$ cat config.mk
export PLATFORM = sky130hd
export DESIGN_NAME = scc_serial_ctrl
export DESIGN_NICKNAME = d
export VERILOG_FILES = /design/src/scc_pkg.sv /design/src/scc_char_tx.sv /design/src/scc_char_rx.sv /design/src/scc_serial_ctrl.sv
export SDC_FILE = /design/constraint.sdc
export NUM_CORES = 1
export LEC_CHECK = 0
export ABC_AREA = 1
export BUFFER_PORTS_ARGS = -buffer_cell sky130_fd_sc_hd__buf_2
export CAP_MARGIN = 10
export CORE_MARGIN = 2
export CORE_UTILIZATION = 50
export CTS_CLUSTER_SIZE = 12
export DETAILED_ROUTE_END_ITERATION = 10
export HOLD_SLACK_MARGIN = 0.03
export PLACE_DENSITY = 0.82
export SLEW_MARGIN = 20
export SYNTH_ARGS = -nofsm -noshare
export SYNTH_HDL_FRONTEND = slang
export SYNTH_SLANG_ARGS = --single-unit
$ cat constraint.sdc
create_clock -name pclk -period 1.35 [get_ports pclk]
set_input_delay 0.135 -clock pclk [delete_from_list [all_inputs] [get_ports pclk]]
set_output_delay 0.135 -clock pclk [all_outputs]
set_load 0.01 [all_outputs]
$ cat src/scc_pkg.sv
// constants and types for the smart card serial control block
`default_nettype none
package scc_pkg;
  // register byte offsets
  localparam logic [7:0] SCC_OFS_CTRL    = 8'h00;
  localparam logic [7:0] SCC_OFS_STAT    = 8'h04;
  localparam logic [7:0] SCC_OFS_TXD     = 8'h08;
  localparam logic [7:0] SCC_OFS_RXD     = 8'h0c;
  localparam logic [7:0] SCC_OFS_MODE    = 8'h10;
  localparam logic [7:0] SCC_OFS_IRQ_ST  = 8'h14;
  localparam logic [7:0] SCC_OFS_IRQ_MSK = 8'h18;
  // control bit positions
  localparam int SCC_CTL_TXIE = 7;
  localparam int SCC_CTL_RXIE = 6;
  localparam int SCC_CTL_TXON = 5;
  localparam int SCC_CTL_RXON = 4;
  // status bit positions
  localparam int SCC_ST_TXE = 7;
  localparam int SCC_ST_RXF = 6;
  localparam int SCC_ST_OVR = 5;
  localparam int SCC_ST_FRM = 4;
  localparam int SCC_ST_PAR = 3;
  localparam int SCC_ST_LO  = 3;
  // mode bit positions
  localparam int SCC_MODE_GSM = 0;
  localparam int SCC_MODE_ODD = 1;
  // interrupt status bit positions
  localparam int SCC_IRQ_TX  = 0;
  localparam int SCC_IRQ_RX  = 1;
  localparam int SCC_IRQ_ERR = 2;
  localparam int SCC_IRQ_W   = 3;
  // reset values
  localparam logic [7:0] SCC_CTRL_RST = 8'h00;
  localparam logic [7:0] SCC_STAT_RST = 8'h80;
  localparam logic [1:0] SCC_MODE_RST = 2'h0;
  // clock select codes
  localparam logic [1:0] SCC_CKS_OFF  = 2'h0;
  localparam logic [1:0] SCC_CKS_CLK  = 2'h1;
  localparam logic [1:0] SCC_CKS_HIGH = 2'h2;
  // character size
  localparam int SCC_DATA_BITS = 8;
  typedef enum logic [2:0] {SCC_IDLE, SCC_START, SCC_DATA, SCC_PARITY, SCC_STOP} scc_state_type;
  // parity bit for a character
  function automatic logic scc_parity(input logic [7:0] d, input logic odd);
    scc_parity = (^d) ^ odd;
  endfunction : scc_parity
endpackage : scc_pkg
`default_nettype wire

$ cat src/scc_char_tx.sv
// character transmitter for the half-duplex card line
`default_nettype none
module scc_char_tx (
  // clock and reset
  input  wire logic       pclk,
  input  wire logic       presetn,
  // control
  input  wire logic       bit_tick,
  input  wire logic       load,
  input  wire logic [7:0] data,
  input  wire logic       odd,
  output logic            busy,
  // line
  output logic            line_out,
  output logic            line_oe
);
  import scc_pkg::*;
  scc_state_type state_r;
  logic [7:0]    shift_r;
  logic [2:0]    cnt_r;
  logic          par_r;

  // frame sequencer, one bit per tick
  always_ff @(posedge pclk or negedge presetn) begin
    if (!presetn) begin
      state_r <= SCC_IDLE;
      shift_r <= 8'h00;
      cnt_r   <= 3'h0;
      par_r   <= 1'b0;
    end else begin
      case (state_r)
        SCC_IDLE: begin
          if (load) begin
            shift_r <= data;
            par_r   <= scc_parity(data, odd);
            state_r <= SCC_START;
          end
        end
        SCC_START: if (bit_tick) begin
          state_r <= SCC_DATA;
          cnt_r   <= 3'h0;
        end
        SCC_DATA: if (bit_tick) begin
          shift_r <= {1'b0, shift_r[7:1]};
          cnt_r   <= cnt_r + 3'h1;
          if (cnt_r == 3'(SCC_DATA_BITS - 1)) state_r <= SCC_PARITY;
        end
        SCC_PARITY: if (bit_tick) state_r <= SCC_STOP;
        SCC_STOP: if (bit_tick) state_r <= SCC_IDLE;
        default: state_r <= SCC_IDLE;
      endcase
    end
  end

  // line level per state; released while idle
  assign busy     = (state_r != SCC_IDLE);
  assign line_oe  = busy;
  assign line_out = (state_r == SCC_START) ? 1'b0 :
                    (state_r == SCC_DATA) ? shift_r[0] :
                    (state_r == SCC_PARITY) ? par_r : 1'b1;
endmodule : scc_char_tx
`default_nettype wire

$ cat src/scc_char_rx.sv
// character receiver for the half-duplex card line
`default_nettype none
module scc_char_rx (
  // clock and reset
  input  wire logic       pclk,
  input  wire logic       presetn,
  // control
  input  wire logic       bit_tick,
  input  wire logic       enable,
  input  wire logic       line_in,
  input  wire logic       odd,
  // result
  output logic            done,
  output logic [7:0]      data,
  output logic            parity_err,
  output logic            frame_err
);
  import scc_pkg::*;
  scc_state_type state_r;
  logic [7:0]    shift_r;
  logic [2:0]    cnt_r;
  logic          done_r;
  logic          perr_r;
  logic          ferr_r;

  // start bit detect and bit sampling on ticks
  always_ff @(posedge pclk or negedge presetn) begin
    if (!presetn) begin
      state_r <= SCC_IDLE;
      shift_r <= 8'h00;
      cnt_r   <= 3'h0;
      done_r  <= 1'b0;
      perr_r  <= 1'b0;
      ferr_r  <= 1'b0;
    end else begin
      done_r <= 1'b0;
      if (!enable) begin
        state_r <= SCC_IDLE;
      end else if (bit_tick) begin
        case (state_r)
          SCC_IDLE: if (!line_in) begin
            state_r <= SCC_DATA;
            cnt_r   <= 3'h0;
          end
          SCC_DATA: begin
            shift_r <= {line_in, shift_r[7:1]};
            cnt_r   <= cnt_r + 3'h1;
            if (cnt_r == 3'(SCC_DATA_BITS - 1)) state_r <= SCC_PARITY;
          end
          SCC_PARITY: begin
            perr_r  <= (line_in != scc_parity(shift_r, odd));
            state_r <= SCC_STOP;
          end
          SCC_STOP: begin
            ferr_r  <= !line_in;
            done_r  <= 1'b1;
            state_r <= SCC_IDLE;
          end
          default: state_r <= SCC_IDLE;
        endcase
      end
    end
  end

  assign done       = done_r;
  assign data       = shift_r;
  assign parity_err = perr_r;
  assign frame_err  = ferr_r;
endmodule : scc_char_rx
`default_nettype wire

$ cat src/scc_serial_ctrl.sv
// smart card serial control register with apb slave and line logic
`default_nettype none
module scc_serial_ctrl (
  // clock and reset
  input  wire logic        pclk,
  input  wire logic        presetn,
  // apb slave
  input  wire logic        psel,
  input  wire logic        penable,
  input  wire logic        pwrite,
  input  wire logic [7:0]  paddr,
  input  wire logic [31:0] pwdata,
  output logic [31:0]      prdata,
  output logic             pready,
  output logic             pslverr,
  // link clock and card pins
  input  wire logic        link_clk,
  input  wire logic        data_in,
  output logic             data_out,
  output logic             data_oe,
  output logic             clk_pin_out,
  output logic             clk_pin_oe,
  // interrupt requests
  output logic             tx_empty_irq,
  output logic             rx_full_irq,
  output logic             rx_error_irq,
  output logic             irq
);
  import scc_pkg::*;

  logic [7:0]  ctrl_r;
  logic [7:3]  stat_r;
  logic [7:3]  armed_r;
  logic [7:0]  txd_r;
  logic [7:0]  rxd_r;
  logic [1:0]  mode_r;
  logic [2:0]  irq_st_r;
  logic [2:0]  irq_msk_r;
  logic [2:0]  req_d_r;
  logic [31:0] prdata_r;
  logic        pready_r;
  logic        pslverr_r;
  logic [2:0]  lclk_s_r;
  logic        lclk_lvl_r;
  logic [2:0]  din_s_r;
  logic        din_lvl_r;
  logic        clk_out_r;
  logic        clk_oe_r;

  // apb decode
  wire setup     = psel && !penable;
  wire access    = psel && penable && pready_r;
  wire wr        = access && pwrite;
  wire rd        = access && !pwrite;
  wire hit_ctrl  = (paddr == SCC_OFS_CTRL);
  wire hit_stat  = (paddr == SCC_OFS_STAT);
  wire hit_txd   = (paddr == SCC_OFS_TXD);
  wire hit_rxd   = (paddr == SCC_OFS_RXD);
  wire hit_mode  = (paddr == SCC_OFS_MODE);
  wire hit_ist   = (paddr == SCC_OFS_IRQ_ST);
  wire hit_msk   = (paddr == SCC_OFS_IRQ_MSK);
  wire mapped    = hit_ctrl | hit_stat | hit_txd | hit_rxd | hit_mode | hit_ist | hit_msk;
  wire [7:0] stat_view = {stat_r, 3'h0};
  wire [7:0] rd_mux = hit_ctrl ? ctrl_r : hit_stat ? stat_view : hit_txd ? txd_r :
                      hit_rxd ? rxd_r : hit_mode ? {6'h00, mode_r} :
                      hit_ist ? {5'h00, irq_st_r} : hit_msk ? {5'h00, irq_msk_r} : 8'h00;

  // control fields
  wire txie  = ctrl_r[SCC_CTL_TXIE];
  wire rxie  = ctrl_r[SCC_CTL_RXIE];
  wire txon  = ctrl_r[SCC_CTL_TXON];
  wire rxon  = ctrl_r[SCC_CTL_RXON];
  wire [1:0] cks = ctrl_r[1:0];
  wire gsm   = mode_r[SCC_MODE_GSM];
  wire odd   = mode_r[SCC_MODE_ODD];

  // link clock tick from the clean level
  wire lclk_stable = (lclk_s_r[1] == lclk_s_r[2]);
  wire din_stable  = (din_s_r[1] == din_s_r[2]);
  wire bit_tick    = lclk_stable && lclk_s_r[2] && !lclk_lvl_r;

  // transmitter and receiver
  logic       tx_busy;
  logic       rx_done;
  logic [7:0] rx_data;
  logic       rx_perr;
  logic       rx_ferr;
  // load only when enabled and flag cleared
  wire tx_load = txon && !stat_r[SCC_ST_TXE] && !tx_busy;

  scc_char_tx u_tx (
    .pclk     (pclk),
    .presetn  (presetn),
    .bit_tick (bit_tick),
    .load     (tx_load),
    .data     (txd_r),
    .odd      (odd),
    .busy     (tx_busy),
    .line_out (data_out),
    .line_oe  (data_oe)
  );

  scc_char_rx u_rx (
    .pclk       (pclk),
    .presetn    (presetn),
    .bit_tick   (bit_tick),
    .enable     (rxon),
    .line_in    (din_lvl_r),
    .odd        (odd),
    .done       (rx_done),
    .data       (rx_data),
    .parity_err (rx_perr),
    .frame_err  (rx_ferr)
  );

  // zero written after a read of one clears
  wire [7:3] clr_ok = (wr && hit_stat) ? (armed_r & ~pwdata[7:3]) : 5'h00;
  wire rx_ok   = rx_done && !stat_r[SCC_ST_RXF];
  wire rx_ovr  = rx_done && stat_r[SCC_ST_RXF];
  wire [7:3] set_ev = {tx_load || !txon, rx_ok, rx_ovr, rx_ok && rx_ferr, rx_ok && rx_perr};
  wire [7:3] stat_nxt = set_ev | (stat_r & ~clr_ok);

  assign tx_empty_irq = txie && stat_r[SCC_ST_TXE];
  assign rx_full_irq  = rxie && stat_r[SCC_ST_RXF];
  assign rx_error_irq = rxie && (stat_r[SCC_ST_OVR] || stat_r[SCC_ST_FRM] || stat_r[SCC_ST_PAR]);
  wire [2:0] req_now  = {rx_error_irq, rx_full_irq, tx_empty_irq};
  wire [2:0] irq_nxt  = (req_now & ~req_d_r) | (irq_st_r & ~((wr && hit_ist) ? pwdata[2:0] : 3'h0));
  assign irq = |(irq_st_r & irq_msk_r);

  // clock pin select, registered, follows control one cycle later
  wire pin_clk = gsm ? cks[0] : (cks == SCC_CKS_CLK);
  wire pin_lvl = pin_clk ? lclk_lvl_r : (gsm && cks == SCC_CKS_HIGH);
  wire pin_oe  = gsm || (cks == SCC_CKS_CLK);

  // apb answer, one access cycle
  always_ff @(posedge pclk or negedge presetn) begin
    if (!presetn) begin
      pready_r  <= 1'b0;
      pslverr_r <= 1'b0;
      prdata_r  <= 32'h0000_0000;
    end else begin
      pready_r  <= setup;
      pslverr_r <= setup && !mapped;
      if (setup) prdata_r <= {24'h00_0000, rd_mux};
    end
  end

  always_ff @(posedge pclk or negedge presetn) begin
    if (!presetn) ctrl_r <= SCC_CTRL_RST;
    else if (wr && hit_ctrl) ctrl_r <= pwdata[7:0];
  end

  // status flags, set wins over clear
  always_ff @(posedge pclk or negedge presetn) begin
    if (!presetn) begin
      stat_r  <= SCC_STAT_RST[7:3];
      armed_r <= 5'h00;
    end else begin
      stat_r  <= stat_nxt;
      if (rd && hit_stat) armed_r <= stat_r;
      else armed_r <= armed_r & ~clr_ok;
    end
  end

  // data, mode and interrupt registers
  always_ff @(posedge pclk or negedge presetn) begin
    if (!presetn) begin
      txd_r     <= 8'h00;
      rxd_r     <= 8'h00;
      mode_r    <= SCC_MODE_RST;
      irq_st_r  <= 3'h0;
      irq_msk_r <= 3'h0;
      req_d_r   <= 3'h0;
    end else begin
      if (wr && hit_txd) txd_r <= pwdata[7:0];
      if (rx_ok) rxd_r <= rx_data;
      if (wr && hit_mode) mode_r <= pwdata[1:0];
      if (wr && hit_msk) irq_msk_r <= pwdata[2:0];
      irq_st_r <= irq_nxt;
      req_d_r  <= req_now;
    end
  end

  // three-stage synchronisers and clean levels
  always_ff @(posedge pclk or negedge presetn) begin
    if (!presetn) begin
      lclk_s_r   <= 3'h0;
      lclk_lvl_r <= 1'b0;
      din_s_r    <= 3'h7;
      din_lvl_r  <= 1'b1;
    end else begin
      lclk_s_r <= {lclk_s_r[1:0], link_clk};
      din_s_r  <= {din_s_r[1:0], data_in};
      if (lclk_stable) lclk_lvl_r <= lclk_s_r[2];
      if (din_stable) din_lvl_r <= din_s_r[2];
    end
  end

  // clock pin output flops
  always_ff @(posedge pclk or negedge presetn) begin
    if (!presetn) begin
      clk_out_r <= 1'b0;
      clk_oe_r  <= 1'b0;
    end else begin
      clk_out_r <= pin_lvl;
      clk_oe_r  <= pin_oe;
    end
  end

  assign prdata      = prdata_r;
  assign pready      = pready_r;
  assign pslverr     = pslverr_r;
  assign clk_pin_out = clk_out_r;
  assign clk_pin_oe  = clk_oe_r;
endmodule : scc_serial_ctrl
`default_nettype wire

==> summary.md <==
| Metric | Value |
|---|---|
| Cells after Synth | `567` |
| DRC Markers | `0` |
| CP cell instances | `inv_2 > buf_6 > nor2_4 > nand2_2 > o221ai_2 > inv_1 > buf_2` |
| Worst EP arrival | `1.42 ns` |
| Post-Layout Cell Count | `800` |
| Async set-reset flop share out of synthesis | `100%` |
| Setup crit start kind | `register` |
| CP Max Fanout | `4` |
| Number of cells on the critical path | `7` |
| RePlAce Congestion | `0.884` |
| Final hold violation count | `0` |
| CTS tree | `done` |
| Nets | `718` |
| Total number of vias | `4293` |
| Die X | `102 um` |
| Critical Path Sink Type | `output pin` |
| Router iterations before antenna repair | `5` |
| Largest net degree at the start of global routing | `30` |
| DRT antenna net count | `0` |
| Worst R2R Path Depth | `7` |
| Final WL | `12300 um` |
| Initial core utilization | `51.8%` |
| WL/cell | `15.4 um` |
| Distinct cells, synth | `42` |
| CTS Buf Count | `9` |
| Vias in the first global route | `4059` |
| Post-synth EDFFs | `0` |
| Max_cap viols | `0` |
| # H-tree levels | `3` |
| Power per cell area | `1010 nW/um^2` |
| Maximum clock insertion buffer count | `2` |
| Die area | `10400 sq um` |
| FILL cells | `706` |
| Insertion delay to the later sink of the worst-skew pair | `0.38 ns` |
| Grt total ovfl | `0` |
| Most used DFF post-synth | `dfrtp_1` |
| RSZ-0062 raised after global routing | `yes` |
| Peak Freq | `645 MHz` |
| Initial DRC count | `300` |
| Yosys warning count | `0` |
| Register area share after synthesis | `50.6%` |
| Critical-path top delay cell | `dfrtp_1` |
| Tcrit/Tclk final | `115%` |
| FF+latch count, synth | `97` |
| CP top delay family | `flip-flops` |
| Clock-pin slew of the registers on the worst-case setup and hold paths | `0.09 ns` |
| Critical Path Max Stage Delay | `0.38 ns` |
| Hold Path Depth | `3` |
| Failing checks | `setup timing` |
| Placed Cells | `758` |
| Crit path buffers/inverters | `4` |
| First-pass GRT wire length | `18300 um` |
| Area delta synth->final | `27.2%` |
| Number of port buffers | `40` |
| Top Ports | `89` |
| Die Y | `102 um` |
| Cell area after synthesis | `4810 sq um` |
| Req. time, crit path | `1.22 ns` |
| Share of layout cells above drive strength 1 | `29.1%` |
| Synth area leader | `dfrtp_1` |
| Fin util | `65.9%` |
| Final setup margin | `-0.201 ns` |
| Min Clock Period, post-route | `1.55 ns` |
| Initial antenna violation count | `0` |
| Static leakage | `3.09 nW` |
| Run status | `complete, but fails checks` |
| Ranking of synthesized cells by area | `dfrtp_1 48%, nand2_1 12%, o21ai_0 5.9%` |
| Class of the worst hold path | `in -> reg` |
| Sink Count | `97` |
| Drt via density | `5.37` |
| Synthesized area per cell | `8.48 sq um` |
| DP HPWL | `8060 um` |
| Max-slew violations | `0` |
| Fin Clk Skew | `0.0143 ns` |
| Final Setup Violations | `27` |
| WS Path Type | `reg -> out` |
| FP Rows | `35` |
| Total track usage | `23.0%` |
| Post-synth top area share | `47.9%` |
| Core ar. | `9280 sq um` |
| VDD IR max | `0.674 mV` |
| N_diodes | `0` |
| Root buffer cell | `clkbuf_8` |
==> cell usage after synthesis (2+ instances only) <==
master	count
nand2_1	149
dfrtp_1	92
inv_1	70
o21ai_0	57
nand3_1	39
nor2_1	28
buf_4	27
a21oi_1	15
nand4_1	11
o211ai_1	8
o21ai_2	8
xnor2_1	6
dfstp_2	5
ha_1	5
clkbuf_1	4
nor2_4	4
xor2_1	4
nand2_2	3
nand3_2	3
nor2_2	3
o21bai_1	3
nand3b_1	2
o21a_1	2
==> layer usage <==
metal / share of wire (%) / wire (um) / up-vias / track usage, %
met5: 0 / 0 / - / 0
met4: 4.6 / 563 / 0 / 11.8
met3: 6.9 / 852 / 49 / 5.61
met2: 51 / 6320 / 205 / 40.1
met1: 37 / 4550 / 2049 / 26.2
li1: - / - / 1990 / -
==> layout by cell type, fill, tap and decap left out, types with 11 or more instances in the layout <==
master | netlist | routed
a21oi_1 | 15 | 12
buf_4 | 27 | 40
inv_1 | 70 | 60
clkbuf_8 | 0 | 11
nand3_1 | 39 | 37
buf_2 | 1 | 37
nand2_1 | 149 | 130
nand2_2 | 3 | 14
o21ai_2 | 8 | 15
o21ai_0 | 57 | 36
conb_1 | 1 | 24
dfrtp_1 | 92 | 91
o21ai_1 | 1 | 15
nor2_1 | 28 | 22
nand4_1 | 11 | 11
==> cell type report <==
type / count / area, sq um / area share (%)
sequential: 97 / 2430 / 39.8
multi-input combinational: 390 / 2220 / 36.4
timing repair buffer: 96 / 767 / 12.5
inverter: 72 / 273 / 4.46
tap: 129 / 161 / 2.64
clock buffer: 12 / 155 / 2.54
clock inverter: 4 / 98.8 / 1.62
==> flip-flops by register name, summed over array words and instances, names as in the netlist, 5 cells and up <==
register / cells
armed_r: 5
ctrl_r: 8
prdata: 8
rxd_r: 8
stat_r: 5
txd_r: 8
u_rx.data: 8
u_tx.shift_r: 8
==> power by group <==
group	total (mW)	switching, mW	internal, mW
Combinational	0.831	0.476	0.355
Clock	2.35	1.02	1.34
Sequential	2.99	0.0345	2.96
==> stage by stage <==
| stage | power, mW | setup TNS (ns) | hold slack, ns | setup WS (ns) | instance area, sq um |
|---|---|---|---|---|---|
| floorplan | 3.40 | 0 | -0.161 | 0.00481 | 4900 |
| finish | 6.18 | -2.30 | 0.0700 | -0.201 | 6110 |
| global placement | 3.66 | -0.139 | 0.0863 | -0.0225 | 5320 |
| detailed placement | 3.69 | -1.30 | 0.0929 | -0.0842 | 5320 |
| global route | 6.40 | -4.19 | 0.0655 | -0.270 | 6110 |
| CTS | 6.10 | -1.30 | 0.0712 | -0.233 | 5810 |
==> worst min-delay path, stage by stage <==
cell	delay, ns
buf_2	0.07
inv_1	0.07
o21ai_2	0.13
==> final timing paths <==
| path | to | slack [ns] | start |
|---|---|---|---|
| setup / recovery | data_out | -0.20 | u_tx.state_r[0] |
| hold / removal | ctrl_r[7] | 0.07 | pwdata[7] |
| setup reg to reg | u_tx.shift_r[4] | -0.17 | u_tx.state_r[0] |
| hold reg to reg | din_s_r[1] | 0.36 | din_s_r[0] |
| max in group asynchronous | din_s_r[2] | 0.57 | presetn |
| min in group asynchronous | clk_pin_oe | 0.21 | presetn |
==> timing repair <==
action / 4_1_cts / 5_1_grt
endpoints found under the setup margin: 31 / 49
pin swaps: 8 / 17
gates resized for setup: 45 / 56
hold buffers: 3 / 0
buffers inserted: 11 / 7
gates cloned: 1 / 4
hold endpoints to repair: 69 / 0
==> logic make-up after synthesis <==
| family | after synthesis | share of synthesized area, % |
|---|---|---|
| compound gates | 97 | 11.6 |
| xor+xnor | 10 | 1.82 |
| fa+ha+maj | 6 | 1.51 |
| buf+inv | 106 | 10.6 |
| flops | 97 | 50.6 |
| mux | 1 | 0.234 |
| other cells | 1 | 0.0780 |
| simple gates | 249 | 23.6 |
Power figures use the tool's default switching activity.
